===== src/rtl/orb_pkg.sv =====
// Package for the operational register bank: offsets, fields, resets, types
package orb_pkg;
  localparam int ADDR_W = 6;
  localparam logic [5:0] ADDR_INDIRECT = 6'h00;
  localparam logic [5:0] ADDR_TIMER = 6'h01;
  localparam logic [5:0] ADDR_PC_LOW = 6'h02;
  localparam logic [5:0] ADDR_STATUS = 6'h03;
  localparam logic [5:0] ADDR_RAM_SEL = 6'h04;
  localparam logic [5:0] ADDR_PORT5 = 6'h05;
  localparam logic [5:0] ADDR_PORT6 = 6'h06;
  localparam logic [5:0] ADDR_PORT7 = 6'h07;
  localparam logic [5:0] ADDR_PORT8 = 6'h08;
  localparam logic [5:0] ADDR_LCD_CTRL = 6'h09;
  localparam logic [5:0] ADDR_LCD_ADDR = 6'h0A;
  localparam logic [5:0] ADDR_LCD_DATA = 6'h0B;
  localparam logic [5:0] ADDR_GP_FIRST = 6'h10;
  localparam logic [5:0] ADDR_BANKED_FIRST = 6'h20;
  localparam int STATUS_TIMEOUT_BIT = 4;
  localparam int STATUS_PDOWN_BIT = 3;
  localparam logic [7:0] STATUS_WR_MASK = 8'h67;
  localparam logic [7:0] PORT5_MASK = 8'hF1;
  localparam logic [7:0] LCD_CTRL_MASK = 8'hF7;
  localparam logic [7:0] LCD_ADDR_MASK = 8'h1F;
  localparam logic [7:0] LCD_DATA_MASK = 8'h0F;
  localparam logic [7:0] REG_RESET = 8'h00;
  localparam logic [11:0] PC_RESET = 12'h000;
  localparam int STACK_DEPTH = 8;
  localparam int GP_WORDS = 16;
  localparam int BANK_WORDS = 32;
  localparam int LCD_WORDS = 32;

  typedef enum logic [3:0] {
    ORB_OP_NONE = 4'h0,
    ORB_OP_JUMP = 4'h1,
    ORB_OP_CALL = 4'h2,
    ORB_OP_RET = 4'h3,
    ORB_OP_RETURN_LITERAL_INSTR = 4'h4,
    ORB_OP_RETURN_INTERRUPT_INSTR = 4'h5,
    ORB_OP_ADDPC = 4'h6,
    ORB_OP_MOVPC = 4'h7,
    ORB_OP_STEP = 4'h8
  } orb_op_type;

  typedef enum logic [1:0] {
    ORB_EV_NONE = 2'h0,
    ORB_EV_WDT_TIMEOUT = 2'h1,
    ORB_EV_WDT_WAKE = 2'h2,
    ORB_EV_PIN_WAKE = 2'h3
  } orb_event_type;

  typedef struct packed {
    logic rd;
    logic wr;
    logic [5:0] addr;
    logic [7:0] wdata;
  } orb_access_type;

  typedef struct packed {
    orb_op_type op;
    logic [9:0] target;
    logic [7:0] acc;
    logic sleepInstr;
    logic watchdogClearInstr;
  } orb_ctrl_type;

  typedef struct packed {
    logic lcdBiasSel;
    logic [1:0] lcdDuty;
    logic lcdOn;
    logic lcdWaveSel;
    logic [1:0] frameRate;
    logic [8:0] frameDivisor;
  } orb_lcd_cfg_type;
endpackage : orb_pkg


===== src/rtl/orb_return_stack.sv =====
// Eight-entry circular return stack that overwrites the oldest entry on overflow
`timescale 1ns/1ns
module orb_return_stack
(
  input wire logic ref_clk,
  input wire logic nrst,
  input wire logic push,
  input wire logic pop,
  input wire logic [11:0] pushData,
  output logic [11:0] topData
);
  logic [11:0] entries [orb_pkg::STACK_DEPTH];
  logic [2:0] topIdx;

  // Wrapping index: a ninth push replaces the oldest entry
  always_ff @(posedge ref_clk or negedge nrst)
  begin
    if (!nrst)
    begin
      topIdx <= 3'h7;
    end
    else if (push)
    begin
      topIdx <= topIdx + 3'h1;
    end
    else if (pop)
    begin
      topIdx <= topIdx - 3'h1;
    end
  end

  always_ff @(posedge ref_clk or negedge nrst)
  begin
    if (!nrst)
    begin
      for (int i = 0; i < orb_pkg::STACK_DEPTH; i++)
      begin
        entries[i] <= orb_pkg::PC_RESET;
      end
    end
    else if (push)
    begin
      entries[topIdx + 3'h1] <= pushData;
    end
  end

  assign topData = entries[topIdx];
endmodule : orb_return_stack


===== src/rtl/orb_register_bank.sv =====
// Operational register bank at addresses 00h to 0Bh with program counter and paging
// Function
// - Address 00h has no register; it accesses the location the RAM select names.
// - Timer counter counts external edges or instruction cycles; program reads, writes it.
// - The nrst reset clears the whole program counter; powerOnReset leaves it unchanged.
// - Jump loads low ten counter bits from the instruction.
// - Call pushes next address and loads low ten counter bits.
// - Returns load full counter from stack top; page bits stay unchanged.
// - Adding accumulator to counter carries into bits 8 and 9 only.
// - Moving accumulator to counter replaces low eight bits and keeps bits 9:8.
// - Jump, call and counter changes copy page bits into counter bits 11:10.
// - Time-out bit set by sleep, watchdog clear, power up; cleared by timeout.
// - Power-down bit set at power on and watchdog clear; cleared by sleep.
// - Time-out/power-down read 00,01,10,11 for the four wake and reset causes.
// - RAM select bits 7:6 choose one of four banked areas.
// - RAM select low six bits address 64 locations; else plain byte.
// - Port 5 bit 0 selects control page 0 or 1.
// - Port 5 has bits 7:4, ports 6-8 eight bits; direction registers steer.
// - LCD bias bit 7 picks half bias at 0, third at 1.
// - Duty bits give half, third, or quarter duty when upper bit set.
// - LCD enable low disables the circuit and grounds all common lines; segment lines still follow the LCD address.
// - Frame-rate bits pick the divisor from the duty-dependent table.
// - Five-bit LCD address selects one of 32 segments; nibble drives commons.
// - LCD data buffer moves a low nibble; upper bits unused.
`timescale 1ns/1ns
module orb_register_bank
(
  input wire logic ref_clk,
  input wire logic nrst,
  input wire logic powerOnReset,
  input wire orb_pkg::orb_access_type access,
  input wire orb_pkg::orb_ctrl_type ctrl,
  input wire orb_pkg::orb_event_type wakeEvent,
  input wire logic timerCounterPin,
  input wire logic timerExtSel,
  input wire logic [7:0] port5_direction,
  input wire logic [7:0] port6_direction,
  input wire logic [7:0] port7_direction,
  input wire logic [7:0] port8_direction,
  input wire logic [7:0] port5PinIn,
  input wire logic [7:0] port6PinIn,
  input wire logic [7:0] port7PinIn,
  input wire logic [7:0] port8PinIn,
  output logic [7:0] rdata,
  output logic [11:0] programCounter,
  output logic control_page_sel,
  output logic [7:0] port5Out,
  output logic [7:0] port5Oe,
  output logic [7:0] port6Out,
  output logic [7:0] port6Oe,
  output logic [7:0] port7Out,
  output logic [7:0] port7Oe,
  output logic [7:0] port8Out,
  output logic [7:0] port8Oe,
  output orb_pkg::orb_lcd_cfg_type lcdCfg,
  output logic [3:0] lcdCommon,
  output logic [4:0] lcdSegment
);
  logic [7:0] timer_counter;
  logic [7:0] statusFlags;
  logic [7:0] ram_select;
  logic [7:0] port5Latch;
  logic [7:0] port6Latch;
  logic [7:0] port7Latch;
  logic [7:0] port8Latch;
  logic [7:0] lcdControl;
  logic [7:0] lcdAddress;
  logic [3:0] lcdMemory [orb_pkg::LCD_WORDS];
  logic [7:0] gpRam [orb_pkg::GP_WORDS];
  logic [7:0] bankRam [4][orb_pkg::BANK_WORDS];
  logic [2:0] tccSync;
  logic [7:0] p5Sync1, p5Sync2, p6Sync1, p6Sync2;
  logic [7:0] p7Sync1, p7Sync2, p8Sync1, p8Sync2;
  logic [11:0] stackTop;
  logic stackPush;
  logic stackPop;
  logic [5:0] effAddr;
  logic wrHit;
  logic [7:0] next_rdata;
  logic [11:0] next_programCounter;

  // Pins and the timer input cross into this domain through two flops
  always_ff @(posedge ref_clk or negedge nrst)
  begin
    if (!nrst)
    begin
      tccSync <= 3'h0;
      p5Sync1 <= orb_pkg::REG_RESET;
      p5Sync2 <= orb_pkg::REG_RESET;
      p6Sync1 <= orb_pkg::REG_RESET;
      p6Sync2 <= orb_pkg::REG_RESET;
      p7Sync1 <= orb_pkg::REG_RESET;
      p7Sync2 <= orb_pkg::REG_RESET;
      p8Sync1 <= orb_pkg::REG_RESET;
      p8Sync2 <= orb_pkg::REG_RESET;
    end
    else
    begin
      tccSync <= {tccSync[1:0], timerCounterPin};
      p5Sync1 <= port5PinIn;
      p5Sync2 <= p5Sync1;
      p6Sync1 <= port6PinIn;
      p6Sync2 <= p6Sync1;
      p7Sync1 <= port7PinIn;
      p7Sync2 <= p7Sync1;
      p8Sync1 <= port8PinIn;
      p8Sync2 <= p8Sync1;
    end
  end

  // ==========================================================
  // Address resolution
  function automatic logic [7:0] pin_mix(input logic [7:0] latch, input logic [7:0] dir,
                                         input logic [7:0] pins);
    // Direction bit 1 means input, matching the port direction registers
    pin_mix = (pins & dir) | (latch & ~dir);
  endfunction : pin_mix

  assign effAddr = (access.addr == orb_pkg::ADDR_INDIRECT) ? ram_select[5:0] : access.addr;
  assign wrHit = access.wr;

  // ==========================================================
  // Timer counter
  always_ff @(posedge ref_clk or negedge nrst)
  begin
    if (!nrst)
    begin
      timer_counter <= orb_pkg::REG_RESET;
    end
    else if (wrHit && effAddr == orb_pkg::ADDR_TIMER)
    begin
      timer_counter <= access.wdata;
    end
    else if (timerExtSel ? (tccSync[1] && !tccSync[2]) : 1'b1)
    begin
      timer_counter <= timer_counter + 8'h01;
    end
  end

  // ==========================================================
  // Program counter and paging
  always_comb
  begin
    next_programCounter = programCounter + 12'h001;
    stackPush = 1'b0;
    stackPop = 1'b0;
    unique case (ctrl.op)
      orb_pkg::ORB_OP_JUMP:
        next_programCounter = {statusFlags[6:5], ctrl.target};
      orb_pkg::ORB_OP_CALL:
      begin
        next_programCounter = {statusFlags[6:5], ctrl.target};
        stackPush = 1'b1;
      end
      orb_pkg::ORB_OP_RET, orb_pkg::ORB_OP_RETURN_LITERAL_INSTR, orb_pkg::ORB_OP_RETURN_INTERRUPT_INSTR:
      begin
        next_programCounter = stackTop;
        stackPop = 1'b1;
      end
      orb_pkg::ORB_OP_ADDPC:
        next_programCounter = {statusFlags[6:5], 10'(programCounter[9:0] + {2'h0, ctrl.acc})};
      orb_pkg::ORB_OP_MOVPC:
        next_programCounter = {statusFlags[6:5], programCounter[9:8], ctrl.acc};
      orb_pkg::ORB_OP_STEP:
        next_programCounter = programCounter + 12'h001;
      default:
        next_programCounter = programCounter;
    endcase
  end

  always_ff @(posedge ref_clk or negedge nrst)
  begin
    if (!nrst)
    begin
      programCounter <= orb_pkg::PC_RESET;
    end
    else
    begin
      programCounter <= next_programCounter;
    end
  end

  orb_return_stack u_stack
  (
    .ref_clk(ref_clk),
    .nrst(nrst),
    .push(stackPush),
    .pop(stackPop),
    .pushData(programCounter + 12'h001),
    .topData(stackTop)
  );

  // ==========================================================
  // Status register
  always_ff @(posedge ref_clk or negedge nrst)
  begin
    if (!nrst)
    begin
      // Pin reset reads 1,1 like power up
      statusFlags <= 8'h18;
    end
    else if (powerOnReset)
    begin
      statusFlags <= 8'h18;
    end
    else
    begin
      if (wrHit && effAddr == orb_pkg::ADDR_STATUS)
      begin
        statusFlags <= (access.wdata & orb_pkg::STATUS_WR_MASK) |
                       (statusFlags & ~orb_pkg::STATUS_WR_MASK);
      end
      // Hardware events follow so they win over a same-cycle write
      unique case (wakeEvent)
        orb_pkg::ORB_EV_WDT_WAKE:
        begin
          statusFlags[orb_pkg::STATUS_TIMEOUT_BIT] <= 1'b0;
          statusFlags[orb_pkg::STATUS_PDOWN_BIT] <= 1'b0;
        end
        orb_pkg::ORB_EV_WDT_TIMEOUT:
        begin
          statusFlags[orb_pkg::STATUS_TIMEOUT_BIT] <= 1'b0;
          statusFlags[orb_pkg::STATUS_PDOWN_BIT] <= 1'b1;
        end
        orb_pkg::ORB_EV_PIN_WAKE:
        begin
          statusFlags[orb_pkg::STATUS_TIMEOUT_BIT] <= 1'b1;
          statusFlags[orb_pkg::STATUS_PDOWN_BIT] <= 1'b0;
        end
        orb_pkg::ORB_EV_NONE:
        begin
          if (ctrl.sleepInstr)
          begin
            statusFlags[orb_pkg::STATUS_TIMEOUT_BIT] <= 1'b1;
            statusFlags[orb_pkg::STATUS_PDOWN_BIT] <= 1'b0;
          end
          else if (ctrl.watchdogClearInstr)
          begin
            statusFlags[orb_pkg::STATUS_TIMEOUT_BIT] <= 1'b1;
            statusFlags[orb_pkg::STATUS_PDOWN_BIT] <= 1'b1;
          end
        end
      endcase
    end
  end

  // ==========================================================
  // Plain registers, ports and LCD configuration
  always_ff @(posedge ref_clk or negedge nrst)
  begin
    if (!nrst)
    begin
      ram_select <= orb_pkg::REG_RESET;
      port5Latch <= orb_pkg::REG_RESET;
      port6Latch <= orb_pkg::REG_RESET;
      port7Latch <= orb_pkg::REG_RESET;
      port8Latch <= orb_pkg::REG_RESET;
      lcdControl <= orb_pkg::REG_RESET;
      lcdAddress <= orb_pkg::REG_RESET;
    end
    else if (wrHit)
    begin
      unique case (effAddr)
        orb_pkg::ADDR_RAM_SEL: ram_select <= access.wdata;
        orb_pkg::ADDR_PORT5: port5Latch <= access.wdata & orb_pkg::PORT5_MASK;
        orb_pkg::ADDR_PORT6: port6Latch <= access.wdata;
        orb_pkg::ADDR_PORT7: port7Latch <= access.wdata;
        orb_pkg::ADDR_PORT8: port8Latch <= access.wdata;
        orb_pkg::ADDR_LCD_CTRL: lcdControl <= access.wdata & orb_pkg::LCD_CTRL_MASK;
        orb_pkg::ADDR_LCD_ADDR: lcdAddress <= access.wdata & orb_pkg::LCD_ADDR_MASK;
        default: ;
      endcase
    end
  end

  // General and banked data memory reached directly or through indirection
  always_ff @(posedge ref_clk)
  begin
    if (wrHit && effAddr >= orb_pkg::ADDR_BANKED_FIRST)
    begin
      bankRam[ram_select[7:6]][effAddr[4:0]] <= access.wdata;
    end
    else if (wrHit && effAddr >= orb_pkg::ADDR_GP_FIRST)
    begin
      gpRam[effAddr[3:0]] <= access.wdata;
    end
  end

  always_ff @(posedge ref_clk)
  begin
    if (wrHit && effAddr == orb_pkg::ADDR_LCD_DATA)
    begin
      lcdMemory[lcdAddress[4:0]] <= access.wdata[3:0];
    end
  end

  // ==========================================================
  // Read path
  always_comb
  begin
    next_rdata = orb_pkg::REG_RESET;
    if (effAddr >= orb_pkg::ADDR_BANKED_FIRST)
    begin
      next_rdata = bankRam[ram_select[7:6]][effAddr[4:0]];
    end
    else if (effAddr >= orb_pkg::ADDR_GP_FIRST)
    begin
      next_rdata = gpRam[effAddr[3:0]];
    end
    else
    begin
      unique case (effAddr)
        orb_pkg::ADDR_TIMER: next_rdata = timer_counter;
        orb_pkg::ADDR_PC_LOW: next_rdata = programCounter[7:0];
        orb_pkg::ADDR_STATUS: next_rdata = statusFlags;
        orb_pkg::ADDR_RAM_SEL: next_rdata = ram_select;
        orb_pkg::ADDR_PORT5:
          next_rdata = pin_mix(port5Latch, port5_direction, p5Sync2) & orb_pkg::PORT5_MASK;
        orb_pkg::ADDR_PORT6: next_rdata = pin_mix(port6Latch, port6_direction, p6Sync2);
        orb_pkg::ADDR_PORT7: next_rdata = pin_mix(port7Latch, port7_direction, p7Sync2);
        orb_pkg::ADDR_PORT8: next_rdata = pin_mix(port8Latch, port8_direction, p8Sync2);
        orb_pkg::ADDR_LCD_CTRL: next_rdata = lcdControl;
        orb_pkg::ADDR_LCD_ADDR: next_rdata = lcdAddress;
        orb_pkg::ADDR_LCD_DATA: next_rdata = {4'h0, lcdMemory[lcdAddress[4:0]]};
        default: next_rdata = orb_pkg::REG_RESET;
      endcase
    end
  end

  always_ff @(posedge ref_clk or negedge nrst)
  begin
    if (!nrst)
    begin
      rdata <= orb_pkg::REG_RESET;
    end
    else if (access.rd)
    begin
      rdata <= next_rdata;
    end
  end

  // ==========================================================
  // Registered outputs
  function automatic logic [8:0] frame_div(input logic [1:0] duty, input logic [1:0] rate);
    logic [8:0] divisor;
    divisor = 9'h000;
    unique case ({duty[1], duty[0] & ~duty[1], rate})
      4'b0000: divisor = 9'h100;
      4'b0001: divisor = 9'h118;
      4'b0010: divisor = 9'h130;
      4'b0011: divisor = 9'h0E8;
      4'b0100: divisor = 9'h0AC;
      4'b0101: divisor = 9'h0BC;
      4'b0110: divisor = 9'h0CC;
      4'b0111: divisor = 9'h09C;
      4'b1000: divisor = 9'h080;
      4'b1001: divisor = 9'h08C;
      4'b1010: divisor = 9'h098;
      4'b1011: divisor = 9'h074;
      default: divisor = 9'h080;
    endcase
    frame_div = divisor;
  endfunction : frame_div

  always_ff @(posedge ref_clk or negedge nrst)
  begin
    if (!nrst)
    begin
      control_page_sel <= 1'b0;
      port5Out <= orb_pkg::REG_RESET;
      port5Oe <= orb_pkg::REG_RESET;
      port6Out <= orb_pkg::REG_RESET;
      port6Oe <= orb_pkg::REG_RESET;
      port7Out <= orb_pkg::REG_RESET;
      port7Oe <= orb_pkg::REG_RESET;
      port8Out <= orb_pkg::REG_RESET;
      port8Oe <= orb_pkg::REG_RESET;
      lcdCfg <= '0;
      lcdCommon <= 4'h0;
      lcdSegment <= 5'h00;
    end
    else
    begin
      control_page_sel <= port5Latch[0];
      port5Out <= port5Latch & 8'hF0;
      port5Oe <= ~port5_direction & 8'hF0;
      port6Out <= port6Latch;
      port6Oe <= ~port6_direction;
      port7Out <= port7Latch;
      port7Oe <= ~port7_direction;
      port8Out <= port8Latch;
      port8Oe <= ~port8_direction;
      lcdCfg.lcdBiasSel <= lcdControl[7];
      lcdCfg.lcdDuty <= lcdControl[6:5];
      lcdCfg.lcdOn <= lcdControl[4];
      lcdCfg.lcdWaveSel <= lcdControl[2];
      lcdCfg.frameRate <= lcdControl[1:0];
      lcdCfg.frameDivisor <= frame_div(lcdControl[6:5], lcdControl[1:0]);
      lcdSegment <= lcdAddress[4:0];
      lcdCommon <= lcdControl[4] ? lcdMemory[lcdAddress[4:0]] : 4'h0;
    end
  end

  // ==========================================================
  // Checks
  chk_jump_page_load: assert property (@(posedge ref_clk) disable iff (!nrst)
    ctrl.op == orb_pkg::ORB_OP_JUMP && !powerOnReset |=>
    programCounter == {$past(statusFlags[6:5]), $past(ctrl.target)})
    else $error("jump target or page wrong");
  chk_movpc_keeps_high: assert property (@(posedge ref_clk) disable iff (!nrst)
    ctrl.op == orb_pkg::ORB_OP_MOVPC |=>
    programCounter[9:8] == $past(programCounter[9:8]) && programCounter[7:0] == $past(ctrl.acc))
    else $error("move to counter altered bits 9:8");
  chk_call_return_pair: assert property (@(posedge ref_clk) disable iff (!nrst)
    ctrl.op == orb_pkg::ORB_OP_CALL ##1 ctrl.op == orb_pkg::ORB_OP_RET |=>
    programCounter == $past(programCounter, 2) + 12'h001)
    else $error("return address wrong");
  chk_ret_keeps_page: assert property (@(posedge ref_clk) disable iff (!nrst)
    ctrl.op == orb_pkg::ORB_OP_RET && !access.wr && !powerOnReset |=>
    $stable(statusFlags[6:5]))
    else $error("return changed page bits");
  chk_sleep_flags: assert property (@(posedge ref_clk) disable iff (!nrst)
    ctrl.sleepInstr && wakeEvent == orb_pkg::ORB_EV_NONE && !powerOnReset |=>
    statusFlags[4:3] == 2'b10)
    else $error("sleep flags wrong");
  chk_wdt_timeout: assert property (@(posedge ref_clk) disable iff (!nrst)
    wakeEvent == orb_pkg::ORB_EV_WDT_TIMEOUT && !powerOnReset |=>
    statusFlags[4:3] == 2'b01)
    else $error("timeout flags wrong");
  chk_lcd_off_ground: assert property (@(posedge ref_clk) disable iff (!nrst)
    !lcdControl[4] |=> lcdCommon == 4'h0)
    else $error("commons driven while disabled");
  chk_timer_write: assert property (@(posedge ref_clk) disable iff (!nrst)
    wrHit && effAddr == orb_pkg::ADDR_TIMER |=> timer_counter == $past(access.wdata))
    else $error("timer write lost");
  cov_call_ret: cover property (@(posedge ref_clk) disable iff (!nrst)
    ctrl.op == orb_pkg::ORB_OP_CALL ##[1:8] ctrl.op == orb_pkg::ORB_OP_RET);
  cov_indirect_wr: cover property (@(posedge ref_clk) disable iff (!nrst)
    access.wr && access.addr == orb_pkg::ADDR_INDIRECT);
  cov_pin_wake: cover property (@(posedge ref_clk) disable iff (!nrst)
    wakeEvent == orb_pkg::ORB_EV_PIN_WAKE);
endmodule : orb_register_bank


===== config.mk =====
export PLATFORM = sky130hd
export DESIGN_NAME = orb_register_bank
export DESIGN_NICKNAME = d
export VERILOG_FILES = /design/src/rtl/orb_pkg.sv /design/src/rtl/orb_return_stack.sv /design/src/rtl/orb_register_bank.sv
export SDC_FILE = /design/constraint.sdc
export NUM_CORES = 2
export LEC_CHECK = 0
export ABC_AREA = 0
export BUFFER_PORTS_ARGS = -buffer_cell sky130_fd_sc_hd__buf_2
export CAP_MARGIN = 20
export CORE_MARGIN = 3
export CORE_UTILIZATION = 45
export DETAILED_ROUTE_END_ITERATION = 16
export PLACE_DENSITY = 0.59
export REMOVE_ABC_BUFFERS = 1
export SLEW_MARGIN = 15
export SYNTH_ARGS = -nofsm -noshare
export SYNTH_HDL_FRONTEND = slang
export SYNTH_SLANG_ARGS = --single-unit

===== constraint.sdc =====
create_clock -name ref_clk -period 5.52 [get_ports ref_clk]
set_clock_uncertainty 0.15 [all_clocks]
set_input_delay 0 -clock ref_clk [delete_from_list [all_inputs] [get_ports ref_clk]]
set_output_delay 0 -clock ref_clk [all_outputs]
set_load 0.01 [all_outputs]

==> flow_summary_export.csv <==
group,metric,value,unit
outcome,status,"complete, no violations",
placed_design,io_buffers,204,
critical_path,cp.depth,10,
routing,wl,163000,um
synth,yosys.area.top_type,"edfxtp_1",
cells_and_area,n_fill_cell,11000,
cells_and_area,drive_gt1_share,22.2,%
floorplan,fp.dieH,380,um
synth,ys_warn_count,0,
critical_path,reg2reg_from,"u_stack.topIdx[0]",
synth,synth_area_per_cell,17.7,um2
synth,synth_top_family_by_area,"multiplexers",
synth,synth_cell_types,84,
floorplan,die_area,144000,um2
routing,postRouteAntennaNets,0,
synth,netlist_area,62900,um2
synth,synthMuxAreaShare,12.9,%
synth,synthSimpleGateAreaFrac,4.54,%
power,pwr_density_cell,383,nW/um2
power,clock_power_share,38.2,%
critical_path,slowest_delay,830,ps
synth,synth_edf_count,1280,
floorplan,core,138000,um2
critical_path,crit_required,6040,ps
power,leakage,25.2,nW
power,ir_drop,0.255,mV
timing,fin_ws,702,ps
clock_network,htree_levels,4,
global_routing,grt_max_degree,125,
timing,drv_slew,0,
power,internal-power,21.2,mW
synth,synth_compound_area_share,5.98,%
synth,ys_async_sr_fraction,20.2,%
routing,dr.pass1.iters,5,
clock_network,clk_pin_slew_worst_paths,70,ps
critical_path,timing.rr.end,"programCounter[2]",
routing,vias_per_cell,5.80,
clock_network,tritoncts,"yes",
critical_path,r2r_slack,700,ps
floorplan,rows,136,
timing,max_freq,208,MHz
cells_and_area,nets,4160,
clock_network,clk_latency,790,ps
timing,setup_viol,0,
synth,synth_area_leaders,"edfxtp_1, dfrtp_1, mux4_2, a22oi_1, mux2i_1",
cells_and_area,multiInputGateArea,15300,um2
power,p_switching,6.93,mW
synth,synthAdderAreaFrac,0.330,%
critical_path,ff2ff_path_depth,10,
floorplan,start_util,45.5,%
global_routing,antenna_found_initial,3,
critical_path,cp-end-kind,"flop",
run,cap_violations,0,
critical_path,crit_end,"programCounter[2]",
timing,worst_pin_slew,1160,ps
power,combPwrFrac,11.8,%
critical_path,worst-path-buf-inv,4,
power,p_seq_share,49.9,%
cells_and_area,diodes,0,
timing,min_period,4820,ps
timing,grt_setup_unrepaired,"false",
synth,synthFlopType,"edfxtp_1",
clock_network,numCtsBuffers,164,
placed_design,finalWeightedCongestion,0.840,
critical_path,start_kind,"flop",
floorplan,io_pins,221,
hold_path,hold_path.class,"input port to flop",
routing,first_iter_violations,3646,
global_routing,grt_pass1_vias,35600,
clock_network,root_buffer,"clkbuf_16",
power,power,28.2,mW
critical_path,worstSetupStartpoint,"u_stack.topIdx[0]",
critical_path,crit_path_frequent_cell,"dlygate4sd3_1",
cells_and_area,area_growth,17.1,%
critical_path,path_max_fanout,21,
synth,synth-seq-cells,1604,
critical_path,arrival,5340,ps
critical_path,path_cells,"buf_4 -> mux4_2 -> mux2i_1 -> o221ai_1 -> dlygate4sd3_1 -> mux2_2 -> o32ai_1 -> dlygate4sd3_1 -> a31oi_1 -> dlygate4sd3_1",
routing,drc_errors,0,
cells_and_area,register_area,46600,um2
clock_network,cts_buffer_depth,3,
synth,synth_cells,3556,
placed_design,hpwl,99100,um
critical_path,path_delay_family,"buffers and inverters",
clock_network,cts_resized,0,
routing,vias,35000,
timing,slew_headroom,22.8,%
timing,period_share,87.3,%
critical_path,path_class,"flop to flop",
synth,synth_top_area_share,61.1,%
synth,synthXorXnorAreaFrac,0.362,%
timing,finalHoldViolCount,0,
floorplan,die_x,380,um
synth,synth-seq-area-share,74.0,%
critical_path,cp_slowest_cell,"dfstp_2",
timing,tns,0,ps
power,netSwitchingFraction,24.6,%
placed_design,dp_slack,1380,ps
global_routing,grt_overflow,0,
routing,post_drt_wl_per_cell,27.1,um
global_routing,grt_usage,22.6,%
clock_network,numClockSinks,1604,
global_routing,grt_pass1_wl,241000,um
## power by group through the flow
stage / clock, mW / combinational [mW] / sequential [mW]
floorplan: 0 / 2.07 / 14.4
global placement: 0 / 3.13 / 14.3
detailed placement: 0 / 3.18 / 14.3
CTS: 11.0 / 3.34 / 14.1
global route: 11.4 / 3.59 / 14.1
finish: 10.8 / 3.33 / 14.1
## metal layers
metal / up-vias / share of wire (%) / GRT usage [%]
met2: 1277 / 49 / 36.6
met1: 18400 / 42 / 31.5
met4: 4 / 2.4 / 6.25
met5: - / 0.017 / 0
li1: 15100 / - / -
met3: 249 / 6.8 / 4.21
## cells in the mapped netlist, types with 13 or more instances
library cell and count:
ha_1 15, a221oi_1 24, buf_2 44, dfrtp_1 319
inv_1 51, nand2_1 213, mux2_2 63, buf_1 24
mux2i_1 111, o21ai_0 103, a21oi_1 113, nor2_1 267
nand3_1 37, mux4_2 280, nor4_1 14, nand4_1 18
o22ai_1 13, xnor2_1 14, edfxtp_1 1280, clkbuf_1 109
a22oi_1 219, nor3_1 21, a31oi_1 16, buf_4 20
## stage by stage
step	area (um2)	util, %	std cells	hold slack (ps)
after detailed placement	66300	48.0	5525	-187
after floorplan	62000	-	3360	-446
after global placement	66300	48.0	5524	-188
final	73600	53.3	6025	98.4
after global routing	73600	53.3	6025	105
after CTS	73600	53.3	6024	62.0
## cells in the final DEF (no fill, tap or decap), drive strengths merged, types with 15 or more instances in the layout
| master | n |
|---|---|
| a22oi | 219 |
| a21oi | 113 |
| inv | 57 |
| clkinv | 63 |
| a221oi | 24 |
| o21ai | 105 |
| mux2 | 63 |
| dfrtp | 319 |
| a31oi | 16 |
| nand3 | 38 |
| ha | 15 |
| nand2 | 214 |
| buf | 304 |
| nor4 | 16 |
| nor2 | 267 |
| clkbuf | 213 |
| mux2i | 111 |
| mux4 | 280 |
| nor3 | 23 |
| nand4 | 18 |
| edfxtp | 1280 |
| dlygate4sd3 | 203 |
## sequential cells by signal (all words and copies together), names as in the netlist, 12 cells and up
signal	flops
bankRam	1024
gpRam	128
lcdMemory	128
u_stack.entries	96
lcdCfg	14
programCounter	12
## cells by family (layout without fill, tap and decap cells)
family                   count (synthesis)  count (layout)
XOR/XNOR                                26              26
flip-flops                            1604            1604
adder cells (fa/ha/maj)                 16              16
AND/OR/NAND/NOR                        641             641
multiplexers                           454             454
buffers and inverters                  257             854
other                                    1              10
AO/OA/AOI/OAI                          557             557
## timing repair
action                    4_1_cts  5_1_grt
buffers inserted                0        0
hold buffers                  204        0
hold endpoints to repair     1212        0
## how the worst min path moves through the flow
| stage | from | endpoint | depth (start not counted) |
|---|---|---|---|
| floorplan | nrst | control_page_sel | 0 |
| global placement | nrst | programCounter[8] | 1 |
| detailed placement | nrst | p7Sync1[4] | 1 |
| finish | access[6] | bankRam[2][62] | 2 |
| CTS | access[6] | bankRam[2][62] | 2 |
| global route | access[1] | lcdMemory[3][1] | 2 |
## cell type report
type,instances,share of cell area (%)
clock inverters,82,0.942
flip-flops and latches,1604,63.2
inverters,52,0.265
well taps,1863,3.17
multi-input cells,1704,20.7
repair buffers,507,5.51
clock buffers,213,6.14
(Power assumes the default switching activity.)
